===== src/alarm_pkg.sv =====
// constants and types shared by the alarm evaluator
package alarm_pkg;
	localparam int NUM_ALARMS = 3;
	localparam int VAL_W = 16;
	localparam int TYPE_W = 5;
	localparam int DELAY_W = 10;
	localparam logic [TYPE_W-1:0] TYPE_OFF = 5'h00;
	localparam logic [TYPE_W-1:0] TYPE_BAND_OUT = 5'h01;
	localparam logic [TYPE_W-1:0] TYPE_UPPER = 5'h02;
	localparam logic [TYPE_W-1:0] TYPE_LOWER = 5'h03;
	localparam logic [TYPE_W-1:0] TYPE_BAND_IN = 5'h04;
	localparam logic [TYPE_W-1:0] TYPE_BAND_OUT_SB = 5'h05;
	localparam logic [TYPE_W-1:0] TYPE_UPPER_SB = 5'h06;
	localparam logic [TYPE_W-1:0] TYPE_LOWER_SB = 5'h07;
	localparam logic [TYPE_W-1:0] TYPE_ABS_HI = 5'h08;
	localparam logic [TYPE_W-1:0] TYPE_ABS_LO = 5'h09;
	localparam logic [TYPE_W-1:0] TYPE_ABS_HI_SB = 5'h0A;
	localparam logic [TYPE_W-1:0] TYPE_ABS_LO_SB = 5'h0B;
	localparam logic [TYPE_W-1:0] TYPE_LOOP_BREAK = 5'h0C;
	localparam logic [TYPE_W-1:0] TYPE_RATE = 5'h0D;
	localparam logic [TYPE_W-1:0] TYPE_SP_HI = 5'h0E;
	localparam logic [TYPE_W-1:0] TYPE_SP_LO = 5'h0F;
	localparam logic [TYPE_W-1:0] TYPE_MV_HI = 5'h10;
	localparam logic [TYPE_W-1:0] TYPE_MV_LO = 5'h11;
	localparam logic [TYPE_W-1:0] TYPE_MAX = 5'h11;
	localparam logic [TYPE_W-1:0] TYPE_RESET = TYPE_UPPER;
	localparam logic [DELAY_W-1:0] DELAY_MAX_S = 10'h3E7;
	localparam int CLK_HZ = 125000000;
	localparam int SEC_S = 1;
	localparam int SEC_CYCLES = CLK_HZ * SEC_S;
	typedef logic signed [VAL_W-1:0] val_t;
	typedef logic [TYPE_W-1:0] type_t;
	typedef logic [DELAY_W-1:0] delay_t;
endpackage


===== src/alarm_delay_if.sv =====
// condition and delay hand-off between evaluator and delay stage
`timescale 1ns/1ps
interface alarm_delay_if;
	import alarm_pkg::*;
	logic cond;
	logic sample;
	logic sec_tick;
	delay_t on_delay;
	delay_t off_delay;
	logic out;
	modport src (output cond, sample, sec_tick, on_delay, off_delay, input out);
	modport dly (input cond, sample, sec_tick, on_delay, off_delay, output out);
endinterface


===== src/alarm_evaluator.sv =====
// alarm evaluation for the process controller alarm channels
`timescale 1ns/1ps
module alarm_evaluator
	import alarm_pkg::*;
(
	input wire logic CLK,
	input wire logic RST_N,
	input wire logic SAMPLE,
	input wire alarm_pkg::val_t PROCESS_VALUE,
	input wire alarm_pkg::val_t SET_POINT,
	input wire alarm_pkg::val_t MV_HEAT,
	input wire alarm_pkg::val_t MV_COOL,
	input wire logic HEAT_COOL_MODE,
	input wire logic HEATER_OPTION,
	input wire logic ASSIGN_ALARM1,
	input wire logic HEATER_ALARM,
	input wire logic LOOP_BREAK_ALARM,
	input wire logic [NUM_ALARMS-1:0] RATE_ALARM,
	input wire logic [NUM_ALARMS-1:0] HYST_OVERLAP,
	input wire logic [NUM_ALARMS-1:0] TYPE_WE,
	input wire alarm_pkg::type_t TYPE_WDATA,
	input wire alarm_pkg::val_t THR_UPPER [NUM_ALARMS],
	input wire alarm_pkg::val_t THR_LOWER [NUM_ALARMS],
	input wire alarm_pkg::delay_t ON_DELAY [NUM_ALARMS],
	input wire alarm_pkg::delay_t OFF_DELAY [NUM_ALARMS],
	output logic [NUM_ALARMS-1:0] AUX_OUT,
	output logic [NUM_ALARMS-1:0] ALARM_RAW,
	output alarm_pkg::type_t TYPE_READ [NUM_ALARMS],
	output logic TYPE1_VISIBLE
);
	import alarm_pkg::*;

	// selector state and its next value
	type_t type_r [NUM_ALARMS];
	type_t type_nxt [NUM_ALARMS];

	// per-channel evaluation state
	logic [NUM_ALARMS-1:0] raw_r, raw_nxt;
	logic [NUM_ALARMS-1:0] armed_r, armed_nxt;
	logic [NUM_ALARMS-1:0] aux_r, aux_nxt;

	// channel one visibility under the heater variant
	logic vis_r, vis_nxt;

	// seconds divider feeding the delay counters
	logic tick_r, tick_nxt;
	logic [26:0] div_r, div_nxt;

	// unregistered conditions and delay stage results
	logic [NUM_ALARMS-1:0] cond_w, dly_out;

	// widened signed sum avoids wrap at range ends
	function automatic logic signed [VAL_W:0] add_s(input val_t a, input val_t b);
		add_s = {a[VAL_W-1], a} + {b[VAL_W-1], b};
	endfunction

	function automatic logic signed [VAL_W:0] sub_s(input val_t a, input val_t b);
		sub_s = {a[VAL_W-1], a} - {b[VAL_W-1], b};
	endfunction

	function automatic logic signed [VAL_W:0] ext_s(input val_t a);
		ext_s = {a[VAL_W-1], a};
	endfunction

	// cap a delay setting at the longest allowed time
	function automatic delay_t clamp_d(input delay_t d);
		clamp_d = (d > DELAY_MAX_S) ? DELAY_MAX_S : d;
	endfunction

	function automatic logic is_standby(input type_t t);
		is_standby = (t == TYPE_BAND_OUT_SB) || (t == TYPE_UPPER_SB) || (t == TYPE_LOWER_SB) ||
			(t == TYPE_ABS_HI_SB) || (t == TYPE_ABS_LO_SB);
	endfunction

	// map a standby type onto its plain counterpart
	function automatic type_t base_type(input type_t t);
		case (t)
			TYPE_BAND_OUT_SB: base_type = TYPE_BAND_OUT;
			TYPE_UPPER_SB: base_type = TYPE_UPPER;
			TYPE_LOWER_SB: base_type = TYPE_LOWER;
			TYPE_ABS_HI_SB: base_type = TYPE_ABS_HI;
			TYPE_ABS_LO_SB: base_type = TYPE_ABS_LO;
			default: base_type = t;
		endcase
	endfunction

	// raw alarm condition for one channel
	function automatic logic eval(input type_t t, input int ch, input val_t pv, input val_t sp,
		input val_t hi, input val_t lo, input val_t mvh, input val_t mvc, input logic hc,
		input logic loop_break_alarm, input logic rate, input logic ovl);
		logic signed [VAL_W:0] pv_x;
		logic signed [VAL_W:0] top_x;
		logic signed [VAL_W:0] bot_x;
		logic signed [VAL_W:0] dev_x;
		logic outside;
		// deviation edges carry one extra bit so the offset never wraps
		pv_x = ext_s(pv);
		top_x = add_s(sp, hi);
		bot_x = sub_s(sp, lo);
		dev_x = sub_s(sp, hi);
		outside = (pv_x > top_x) || (pv_x < bot_x);
		case (base_type(t))
			// disabled channel never raises
			TYPE_OFF: eval = 1'b0;

			// deviation types relative to the set point
			TYPE_BAND_OUT: eval = outside && !ovl;
			TYPE_UPPER: eval = pv_x >= top_x;
			TYPE_LOWER: eval = pv_x <= dev_x;
			TYPE_BAND_IN: eval = !outside && !ovl;

			// absolute process value limits, strict
			TYPE_ABS_HI: eval = pv > hi;
			TYPE_ABS_LO: eval = pv < hi;

			// results of algorithms outside this block
			TYPE_LOOP_BREAK: eval = (ch == 0) && loop_break_alarm;
			TYPE_RATE: eval = rate;

			// set point against its own threshold
			TYPE_SP_HI: eval = sp > hi;
			TYPE_SP_LO: eval = sp < hi;

			// manipulated variable; lower limit follows cooling side in heat/cool mode, heating side otherwise
			TYPE_MV_HI: eval = mvh > hi;
			TYPE_MV_LO: eval = hc ? (mvc < hi) : (mvh < hi);

			// codes above the table are refused at the write
			default: eval = 1'b0;
		endcase
	endfunction

	// type selectors: writes, range and channel checks
	always_comb
	begin
		for (int i = 0; i < NUM_ALARMS; i++)
		begin
			// hold unless a legal write reaches a visible channel
			type_nxt[i] = type_r[i];
			if (TYPE_WE[i] && TYPE_WDATA <= TYPE_MAX &&
				!(TYPE_WDATA == TYPE_LOOP_BREAK && i != 0) &&
				!(i == 0 && vis_r == 1'b0))
			begin
				type_nxt[i] = TYPE_WDATA;
			end
		end

		// selector stays hidden while heater alarm owns channel one
		vis_nxt = !HEATER_OPTION || ASSIGN_ALARM1;
	end

	always_ff @(posedge CLK or negedge RST_N)
	begin
		if (!RST_N)
		begin
			for (int i = 0; i < NUM_ALARMS; i++)
				type_r[i] <= TYPE_RESET;
			vis_r <= 1'b1;
		end
		else
		begin
			type_r <= type_nxt;
			vis_r <= vis_nxt;
		end
	end

	// one-second tick for the delay counters
	always_comb
	begin
		tick_nxt = 1'b0;
		div_nxt = div_r + 27'h0000001;
		// wrap once per second and pulse the tick
		if (div_r == 27'(SEC_CYCLES - 1))
		begin
			div_nxt = '0;
			tick_nxt = 1'b1;
		end
	end

	always_ff @(posedge CLK or negedge RST_N)
	begin
		if (!RST_N)
		begin
			div_r <= '0;
			tick_r <= 1'b0;
		end
		else
		begin
			div_r <= div_nxt;
			tick_r <= tick_nxt;
		end
	end

	// per-sample evaluation with standby suppression
	always_comb
	begin
		raw_nxt = raw_r;
		armed_nxt = armed_r;
		for (int i = 0; i < NUM_ALARMS; i++)
		begin
			// condition from the selected type
			cond_w[i] = eval(type_r[i], i, PROCESS_VALUE, SET_POINT, THR_UPPER[i], THR_LOWER[i],
				MV_HEAT, MV_COOL, HEAT_COOL_MODE, LOOP_BREAK_ALARM, RATE_ALARM[i], HYST_OVERLAP[i]);

			// hidden channel one carries the heater alarm instead
			if (i == 0 && HEATER_OPTION && !vis_r)
			begin
				cond_w[i] = HEATER_ALARM;
			end

			// a new type restarts the standby wait; no result this cycle
			if (type_r[i] != type_nxt[i])
			begin
				armed_nxt[i] = 1'b0;
			end
			else if (SAMPLE)
			begin
				// condition seen false once releases standby
				if (!cond_w[i])
				begin
					armed_nxt[i] = 1'b1;
				end
				raw_nxt[i] = cond_w[i] && (!is_standby(type_r[i]) || armed_r[i]);
			end
		end
	end

	always_ff @(posedge CLK or negedge RST_N)
	begin
		if (!RST_N)
		begin
			raw_r <= '0;
			armed_r <= '0;
		end
		else
		begin
			raw_r <= raw_nxt;
			armed_r <= armed_nxt;
		end
	end

	// delay stages, one per channel
	for (genvar g = 0; g < NUM_ALARMS; g++)
	begin : g_dly
		alarm_delay_if dif ();

		// raw result, sample strobe and seconds tick into the stage
		assign dif.cond = raw_r[g];
		assign dif.sample = SAMPLE;
		assign dif.sec_tick = tick_r;

		// delay settings above the limit clamp to it
		assign dif.on_delay = clamp_d(ON_DELAY[g]);
		assign dif.off_delay = clamp_d(OFF_DELAY[g]);
		assign dly_out[g] = dif.out;

		alarm_delay u_dly (
			.clk(CLK),
			.rst_n(RST_N),
			.dif(dif)
		);
	end

	// registered copy of delayed outputs
	always_comb
	begin
		aux_nxt = dly_out;
	end

	always_ff @(posedge CLK or negedge RST_N)
	begin
		if (!RST_N)
			aux_r <= '0;
		else
			aux_r <= aux_nxt;
	end

	// outputs straight from registers
	assign AUX_OUT = aux_r;
	assign ALARM_RAW = raw_r;
	assign TYPE_READ = type_r;
	assign TYPE1_VISIBLE = vis_r;
endmodule // alarm_evaluator


===== src/alarm_delay.sv =====
// on/off delay stage for one alarm channel
`timescale 1ns/1ps
module alarm_delay
	import alarm_pkg::*;
(
	input wire logic clk,
	input wire logic rst_n,
	alarm_delay_if.dly dif
);
	logic out_r, out_nxt;
	delay_t cnt_r, cnt_nxt;

	// count seconds of stable opposite condition, then flip
	always_comb
	begin
		out_nxt = out_r;
		cnt_nxt = cnt_r;
		if (dif.sample)
		begin
			if (dif.cond == out_r)
				cnt_nxt = '0;
			else if (dif.cond && cnt_r >= dif.on_delay)
			begin
				out_nxt = 1'b1;
				cnt_nxt = '0;
			end
			else if (!dif.cond && cnt_r >= dif.off_delay)
			begin
				out_nxt = 1'b0;
				cnt_nxt = '0;
			end
		end
		if (dif.sec_tick && dif.cond != out_r && cnt_r < DELAY_MAX_S)
			cnt_nxt = cnt_r + 10'h001;
	end

	always_ff @(posedge clk or negedge rst_n)
	begin
		if (!rst_n)
		begin
			out_r <= 1'b0;
			cnt_r <= '0;
		end
		else
		begin
			out_r <= out_nxt;
			cnt_r <= cnt_nxt;
		end
	end

	assign dif.out = out_r;
endmodule // alarm_delay


===== config.mk =====
export PLATFORM = sky130hd
export DESIGN_NAME = alarm_evaluator
export DESIGN_NICKNAME = d
export VERILOG_FILES = /design/src/alarm_pkg.sv /design/src/alarm_delay_if.sv /design/src/alarm_evaluator.sv /design/src/alarm_delay.sv
export SDC_FILE = /design/constraint.sdc
export NUM_CORES = 1
export LEC_CHECK = 0
export BUFFER_PORTS_ARGS = -buffer_cell sky130_fd_sc_hd__buf_2
export CAP_MARGIN = 10
export CORE_ASPECT_RATIO = 1.2
export CORE_MARGIN = 3
export CORE_UTILIZATION = 45
export DETAILED_ROUTE_END_ITERATION = 6
export GPL_ROUTABILITY_DRIVEN = 0
export PLACE_DENSITY_LB_ADDON = 0.05
export SLEW_MARGIN = 25
export SYNTH_ARGS = -nofsm -noshare
export SYNTH_HDL_FRONTEND = slang
export SYNTH_SLANG_ARGS = --single-unit

===== constraint.sdc =====
create_clock -name CLK -period 3.4 [get_ports CLK]
set_input_delay 0.51 -clock CLK [delete_from_list [all_inputs] [get_ports CLK]]
set_output_delay 0.51 -clock CLK [all_outputs]
set_load 0.03 [all_outputs]

==> results of run 1 <==
[worst reg2reg max path: stages (launching register included)]
cell,delay (ns)
dfrtp_1,0.40
inv_1,0.14
ha_1,0.24
nand2b_1,0.13
a21o_1,0.17
a21oi_1,0.14
o21ai_1,0.10
a2111oi_0,0.51
o21ai_1,0.24
o221ai_1,0.27
nand2_1,0.23
a31oi_1,0.22
[power by group through the flow]
stage / combinational, W / clock, W / sequential (W)
floorplan: 0.00278 / 0 / 0.00139
global placement: 0.00446 / 0 / 0.00145
detailed placement: 0.00459 / 0 / 0.00145
CTS: 0.00473 / 0.000932 / 0.00144
global route: 0.00542 / 0.000975 / 0.00146
finish: 0.00488 / 0.000912 / 0.00144
[Yosys cell counts (all sizes together) (13+ instances only)]
cell	number
ha	499
inv	236
a21oi	217
nor2	153
nand2	139
xnor2	103
o21ai	101
dfrtp	82
nand3	82
a21o	72
nand4	61
nand2b	53
nor3	52
xor2	51
o21bai	40
and3	37
clkbuf	37
nor2b	36
a31oi	31
o21a	28
o211ai	23
a211oi	22
mux2i	16
a2111oi	14
nor4	14
buf	13
[flip-flops by register name, summed over array words and instances (netlist names), 3 cells and up]
signal	cells
g_dly.u_dly.dif.out	3
armed_r	3
ALARM_RAW	3
div_r	27
g_dly.u_dly.cnt_r	30
TYPE_READ	15
AUX_OUT	3
[through the flow]
stage	util	setup slack, ns	area [um2]	TNS (ns)
6_report	0.6117	-1.038	25800	-5.797
5_1_grt	0.6116	-1.243	25790	-7.019
4_1_cts	0.6033	-1.033	25440	-5.682
3_5_place_dp	0.5872	-1.617	24760	-9.433
3_3_place_gp	0.5872	-1.579	24760	-8.578
2_1_floorplan	-	-0.8986	19550	-4.611
[routing by layer]
layer / track usage / wire [um] / vias to the layer above
met5: 0 / 104 / -
met4: 0.1431 / 4228 / 18
met3: 0.04270 / 4202 / 195
met2: 0.5410 / 34540 / 664
met1: 0.3747 / 30290 / 9923
li1: - / - / 10360
[cells by family (layout without fill, tap and decap cells)]
family                     Yosys count  count (layout)  share of synthesized area
and+or+nand+nor                    697             697                     0.1839
AOI/OAI and AO/OA                  675             675                     0.2316
adders and majority gates          508             508                     0.3312
buffers and inverters              286             990                    0.05813
xor gates and xnor gates           154             154                    0.06955
DFF                                 86              86                     0.1112
muxes                               26              26                    0.01426
other                                0               4                          0
[cell type report]
cell class / instances / area, um2
Multi-Input combinational cell: 2060 / 16720
Fill cell: 3858 / 16370
Timing Repair Buffer: 738 / 5057
Sequential cell: 86 / 2157
Inverter: 236 / 902.1
Tap cell: 546 / 683.2
Clock buffer: 11 / 232.7
Clock inverter: 5 / 36.28
Antenna cell: 4 / 10.01
[repair_timing]
item	in CTS	in global routing
endpoints found under the setup margin	6	6
resized for setup	57	50
buffers inserted	20	9
pin swaps	61	84
[worst max path at each step]
stage | startpoint | end | slack, ns | depth (start not counted)
3_5_place_dp | SET_POINT[0] | armed_r[0] | -1.62 | 24
6_report | SET_POINT[0] | armed_r[1] | -1.04 | 25
2_1_floorplan | SET_POINT[0] | armed_r[1] | -0.90 | 23
5_1_grt | SET_POINT[0] | armed_r[1] | -1.24 | 25
3_3_place_gp | SET_POINT[0] | armed_r[0] | -1.58 | 24
4_1_cts | SET_POINT[0] | armed_r[1] | -1.03 | 23
==> results.json, run 1 <==
{
  "crit_top_cell": "a21o_1",
  "cts_root_buf": "clkbuf_16",
  "critical_path_class": "input port to register",
  "drv_slew": 0,
  "violations": "negative setup slack",
  "switching_share": 0.4510,
  "row_count": 82,
  "dr_total_vias": 21160,
  "initial_core_util": 0.4599,
  "grt-ovfl-total": 0,
  "rsz0062_at_grt": "yes",
  "fp.dieW_um": 195.5,
  "synthArstFlopShare": 1.000,
  "worst_pin_slew_ns": 0.8753,
  "syn-instance-count": 2432,
  "cts_made_buffers": 9,
  "clock_latency_ns": 0.35,
  "ios": 264,
  "grt_pass1_vias": 20880,
  "finalPower_w": 0.007233,
  "final_cells": 3686,
  "synth_seq_cells": 86,
  "dpl.cell_count": 3638,
  "syn_area_um2": 19390,
  "ff2ff_setup_slack_ns": 0.53,
  "grt_max_degree": 68,
  "relSlewSlack": 0.4164,
  "switchingPower_w": 0.003262,
  "ant_nets": 0,
  "grt_pass1_wl_um": 112400,
  "startpoint_type": "input port",
  "power_frac_comb": 0.675,
  "cp_max_fo": 4,
  "reg2regPathDepth": 11,
  "pwr-share-clk": 0.126,
  "layout_common_cells": "ha_1, buf_4, buf_2, inv_1, a21oi_1",
  "setup_viol": 6,
  "synth_flop_cell": "dfrtp_1",
  "antenna_found_initial": 13,
  "area_delta_synth_final_pct": 33.02,
  "first_pass_iters": 5,
  "core_um2": 42170,
  "drc_errors": 0,
  "avgSynthCellArea_um2": 7.974,
  "dp_hpwl_um": 61740,
  "clock_sinks": 86,
  "synth_nets": 3182,
  "final_common_cell": "ha_1",
  "holdWs_ns": 0.2565,
  "critPathArrivalTime_ns": 4.68,
  "synth_edf_count": 0,
  "period_minus_slack_ns": 4.438,
  "p_per_area_nw_per_um2": 280.4,
  "synthTopCellsByArea": "ha_1, dfrtp_1, a21oi_1",
  "fin_crit_sh": 1.305,
  "critPathMaxStageDelay_ns": 0.43,
  "fmax_mhz": 225.3,
  "wl_per_cell_um": 19.90,
  "htree_num_levels": 3,
  "yosys.area.top_type_share": 0.3220,
  "critical_path.top_delay_family": "compound AO/OA/AOI/OAI gates",
  "reg2reg_to": "g_dly[1].u_dly.cnt_r[7]",
  "synth.yosys.seq_area_share": 0.1112,
  "totalWireLength_um": 73360,
  "rr_startpoint": "g_dly[1].u_dly.cnt_r[0]",
  "port_buffers": 263,
  "die-area_um2": 45630,
  "drt_first_iter_violations": 1216,
  "clock_tree.buffer_depth": 2,
  "vdd_drop_max_v": 0.0003839,
  "finalHoldViolations": 0,
  "p_int_w": 0.003971,
  "yosysTopAreaCell": "ha_1",
  "hold_buffers": 0,
  "hp-class": "input port to asynchronous set/reset pin",
  "maxCapViolations": 0,
  "end_kind": "register",
  "cp_slowest_cell": "or4_4",
  "drive_gt1_frac": 0.2835,
  "vias_per_cell": 5.740,
  "crit_buf_inv": 5,
  "nets": 3881,
  "dieHeight_um": 233.4,
  "path_clk_slew_ns": 0.07,
  "critical_path_required_ns": 3.64,
  "ys_types": 99,
  "yosys_warnings": 0,
  "cts_tree": "done",
  "setup_ws_ns": -1.038,
  "power_frac_seq": 0.199,
  "status": "finished with violations",
  "p_leak_nw": 13.43,
  "fin_worst_skew_ns": 0.007830,
  "grtUsageTotal": 0.3090
}
Note: power is estimated with default switching activity, not from simulation.
==> run 2, diff against run 1 <==
Settings changed: SYNTH_HIERARCHICAL set to 1.
==> results.json, run 2 <==
{
  "synth.yosys.seq_area_share": 0.1095,
  "fin_crit_sh": 1.359,
  "cts_tree": "done",
  "grt_max_degree": 70,
  "finalPower_w": 0.006866,
  "drive_gt1_frac": 0.2901,
  "vias_per_cell": 5.747,
  "reg2reg_to": "ALARM_RAW[1]",
  "regMostFlops": "g_dly.u_dly/cnt_r",
  "violations": "negative setup slack",
  "synth_seq_cells": 86,
  "clock_sinks": 86,
  "hold_buffers": 0,
  "yosys_warnings": 6,
  "syn_area_um2": 19700,
  "port_buffers": 263,
  "hp-class": "input port to asynchronous set/reset pin",
  "grt-ovfl-total": 0,
  "p_leak_nw": 13.59,
  "wl_per_cell_um": 19.92,
  "grt_pass1_wl_um": 116000,
  "yosysTopAreaCell": "ha_1",
  "relSlewSlack": 0.4072,
  "fmax_mhz": 216.5,
  "path_clk_slew_ns": 0.06,
  "vdd_drop_max_v": 0.0002022,
  "setup_viol": 6,
  "ys_types": 79,
  "largest_reg_flops": 30,
  "drc_errors": 0,
  "worst_pin_slew_ns": 0.8891,
  "dp_hpwl_um": 63900,
  "grt_pass1_vias": 21700,
  "synth_flop_cell": "dfrtp_1",
  "cts_made_buffers": 9,
  "fillCellCount": 3973,
  "die-area_um2": 46330,
  "yosys.area.top_type_share": 0.3169,
  "syn-instance-count": 2518,
  "fin_worst_skew_ns": 0.007489,
  "fp.dieW_um": 197,
  "htree_num_levels": 3,
  "clock_tree.buffer_depth": 2,
  "synthArstFlopShare": 1.000,
  "netlist_top_cells_count": "ha_1, inv_1, a21oi_1, nor2_1, nand2_1",
  "startpoint_type": "input port",
  "setup_ws_ns": -1.220,
  "ant_nets": 0,
  "drv_slew": 0,
  "design_area_um2": 26270,
  "critPathArrivalTime_ns": 4.84,
  "synth_edf_count": 0,
  "finalHoldViolations": 0,
  "area_delta_synth_final_pct": 33.32,
  "totalWireLength_um": 75230,
  "antenna_found_initial": 3,
  "ios": 264,
  "final_common_cell": "ha_1",
  "cts_root_buf": "clkbuf_16",
  "first_pass_iters": 5,
  "avgSynthCellArea_um2": 7.824,
  "cp_max_fo": 3,
  "layout_common_cells": "ha_1, buf_4, buf_2, inv_1, a21oi_1",
  "post-place-ws_ns": -1.907,
  "ff2ff_setup_slack_ns": 0.69,
  "nets": 3965,
  "critical_path_class": "input port to register",
  "clock_latency_ns": 0.34,
  "drt_first_iter_violations": 1274,
  "end_kind": "register",
  "period_minus_slack_ns": 4.620,
  "maxCapViolations": 0,
  "reg2regPathDepth": 9,
  "critical_path_required_ns": 3.62,
  "synth.most_common_cell": "ha_1",
  "place_area_um2": 25130,
  "status": "finished with violations",
  "holdWs_ns": 0.2407,
  "core_um2": 42990,
  "dr_total_vias": 21700,
  "rr_startpoint": "TYPE_READ[6]",
  "synthTopCellsByArea": "ha_1, dfrtp_1, xnor2_1",
  "rsz0062_at_grt": "yes",
  "dieHeight_um": 235.2,
  "row_count": 83,
  "finalSetupTns_ns": -6.568,
  "p_per_area_nw_per_um2": 261.4,
  "grtUsageTotal": 0.3156,
  "synth_nets": 3268,
  "initial_core_util": 0.4582
}
## run 2: repair_timing
action,CTS,global route
gates resized for setup,68,41
setup buffers,30,8
pin swaps,59,50
setup endpoints to repair,6,6
## run 2: logic make-up (layout without fill, tap and decap cells)
family / after synthesis / count (layout) / synth area share
AOI/OAI and AO/OA: 666 / 666 / 0.2213
xor gates and xnor gates: 160 / 160 / 0.07113
adders and majority gates: 508 / 508 / 0.3261
buffers and inverters: 320 / 1022 / 0.06161
DFF: 86 / 86 / 0.1095
muxes: 25 / 25 / 0.01378
other: 0 / 4 / 0
and+or+nand+nor: 753 / 753 / 0.1966
## run 2: per-stage QoR
step	instances	util
floorplan	2518	-
global placement	3721	0.5845
detailed placement	3721	0.5845
CTS	3764	0.6045
global route	3772	0.6107
finish	3776	0.6109
## run 2: layout make-up
cell class,instances,area [um2],share of cell area
clock inverters,6,95.09,0.003620
clock buffers,10,229.0,0.008718
multi-input cells,2112,16960,0.6457
well taps,552,690.7,0.02630
flip-flops and latches,86,2157,0.08213
repair buffers,761,5196,0.1978
inverters,245,927.1,0.03530
diodes,4,10.01,0.0003811
## run 2: how the worst max path moves through the flow
| stage | from | to | slack [ns] |
|---|---|---|---|
| global placement | SET_POINT[0] | ALARM_RAW[0] | -1.62 |
| CTS | SET_POINT[1] | ALARM_RAW[2] | -1.16 |
| detailed placement | SET_POINT[0] | ALARM_RAW[2] | -1.91 |
| finish | SET_POINT[0] | ALARM_RAW[2] | -1.22 |
| global route | SET_POINT[1] | ALARM_RAW[2] | -1.35 |
| floorplan | SET_POINT[0] | ALARM_RAW[0] | -1.01 |
## run 2: metal layers
layer / global-route usage / wire length (um) / up-vias
met5: 0 / 40 / -
met4: 0.1683 / 4647 / 6
met3: 0.02820 / 4084 / 173
met2: 0.5416 / 34900 / 687
met1: 0.3902 / 31560 / 10220
li1: - / - / 10620
## run 2: where the power goes
part           switching, W  internal, W  total [W]  leakage (nW)
Sequential         0.000133      0.00108    0.00122          1.14
Clock              0.000411     0.000650    0.00106         0.151
Combinational       0.00242      0.00217    0.00459          12.3
Total               0.00296      0.00391    0.00687          13.6
## run 2: critical path, stage by stage
cell	delay (ns)
buf_12	0.12
clkinvlp_4	0.11
buf_6	0.12
ha_4	0.12
inv_2	0.04
fa_2	0.39
a21o_1	0.20
a21oi_2	0.16
nor2b_1	0.06
nor2_1	0.12
o21a_1	0.18
o21ai_2	0.07
or4_4	0.56
a31oi_2	0.24
buf_4	0.14
buf_4	0.09
buf_4	0.09
buf_4	0.10
a31oi_4	0.09
ha_4	0.25
nor3b_4	0.16
a211oi_4	0.30
mux2_4	0.35
a211oi_4	0.22
a21oi_1	0.07
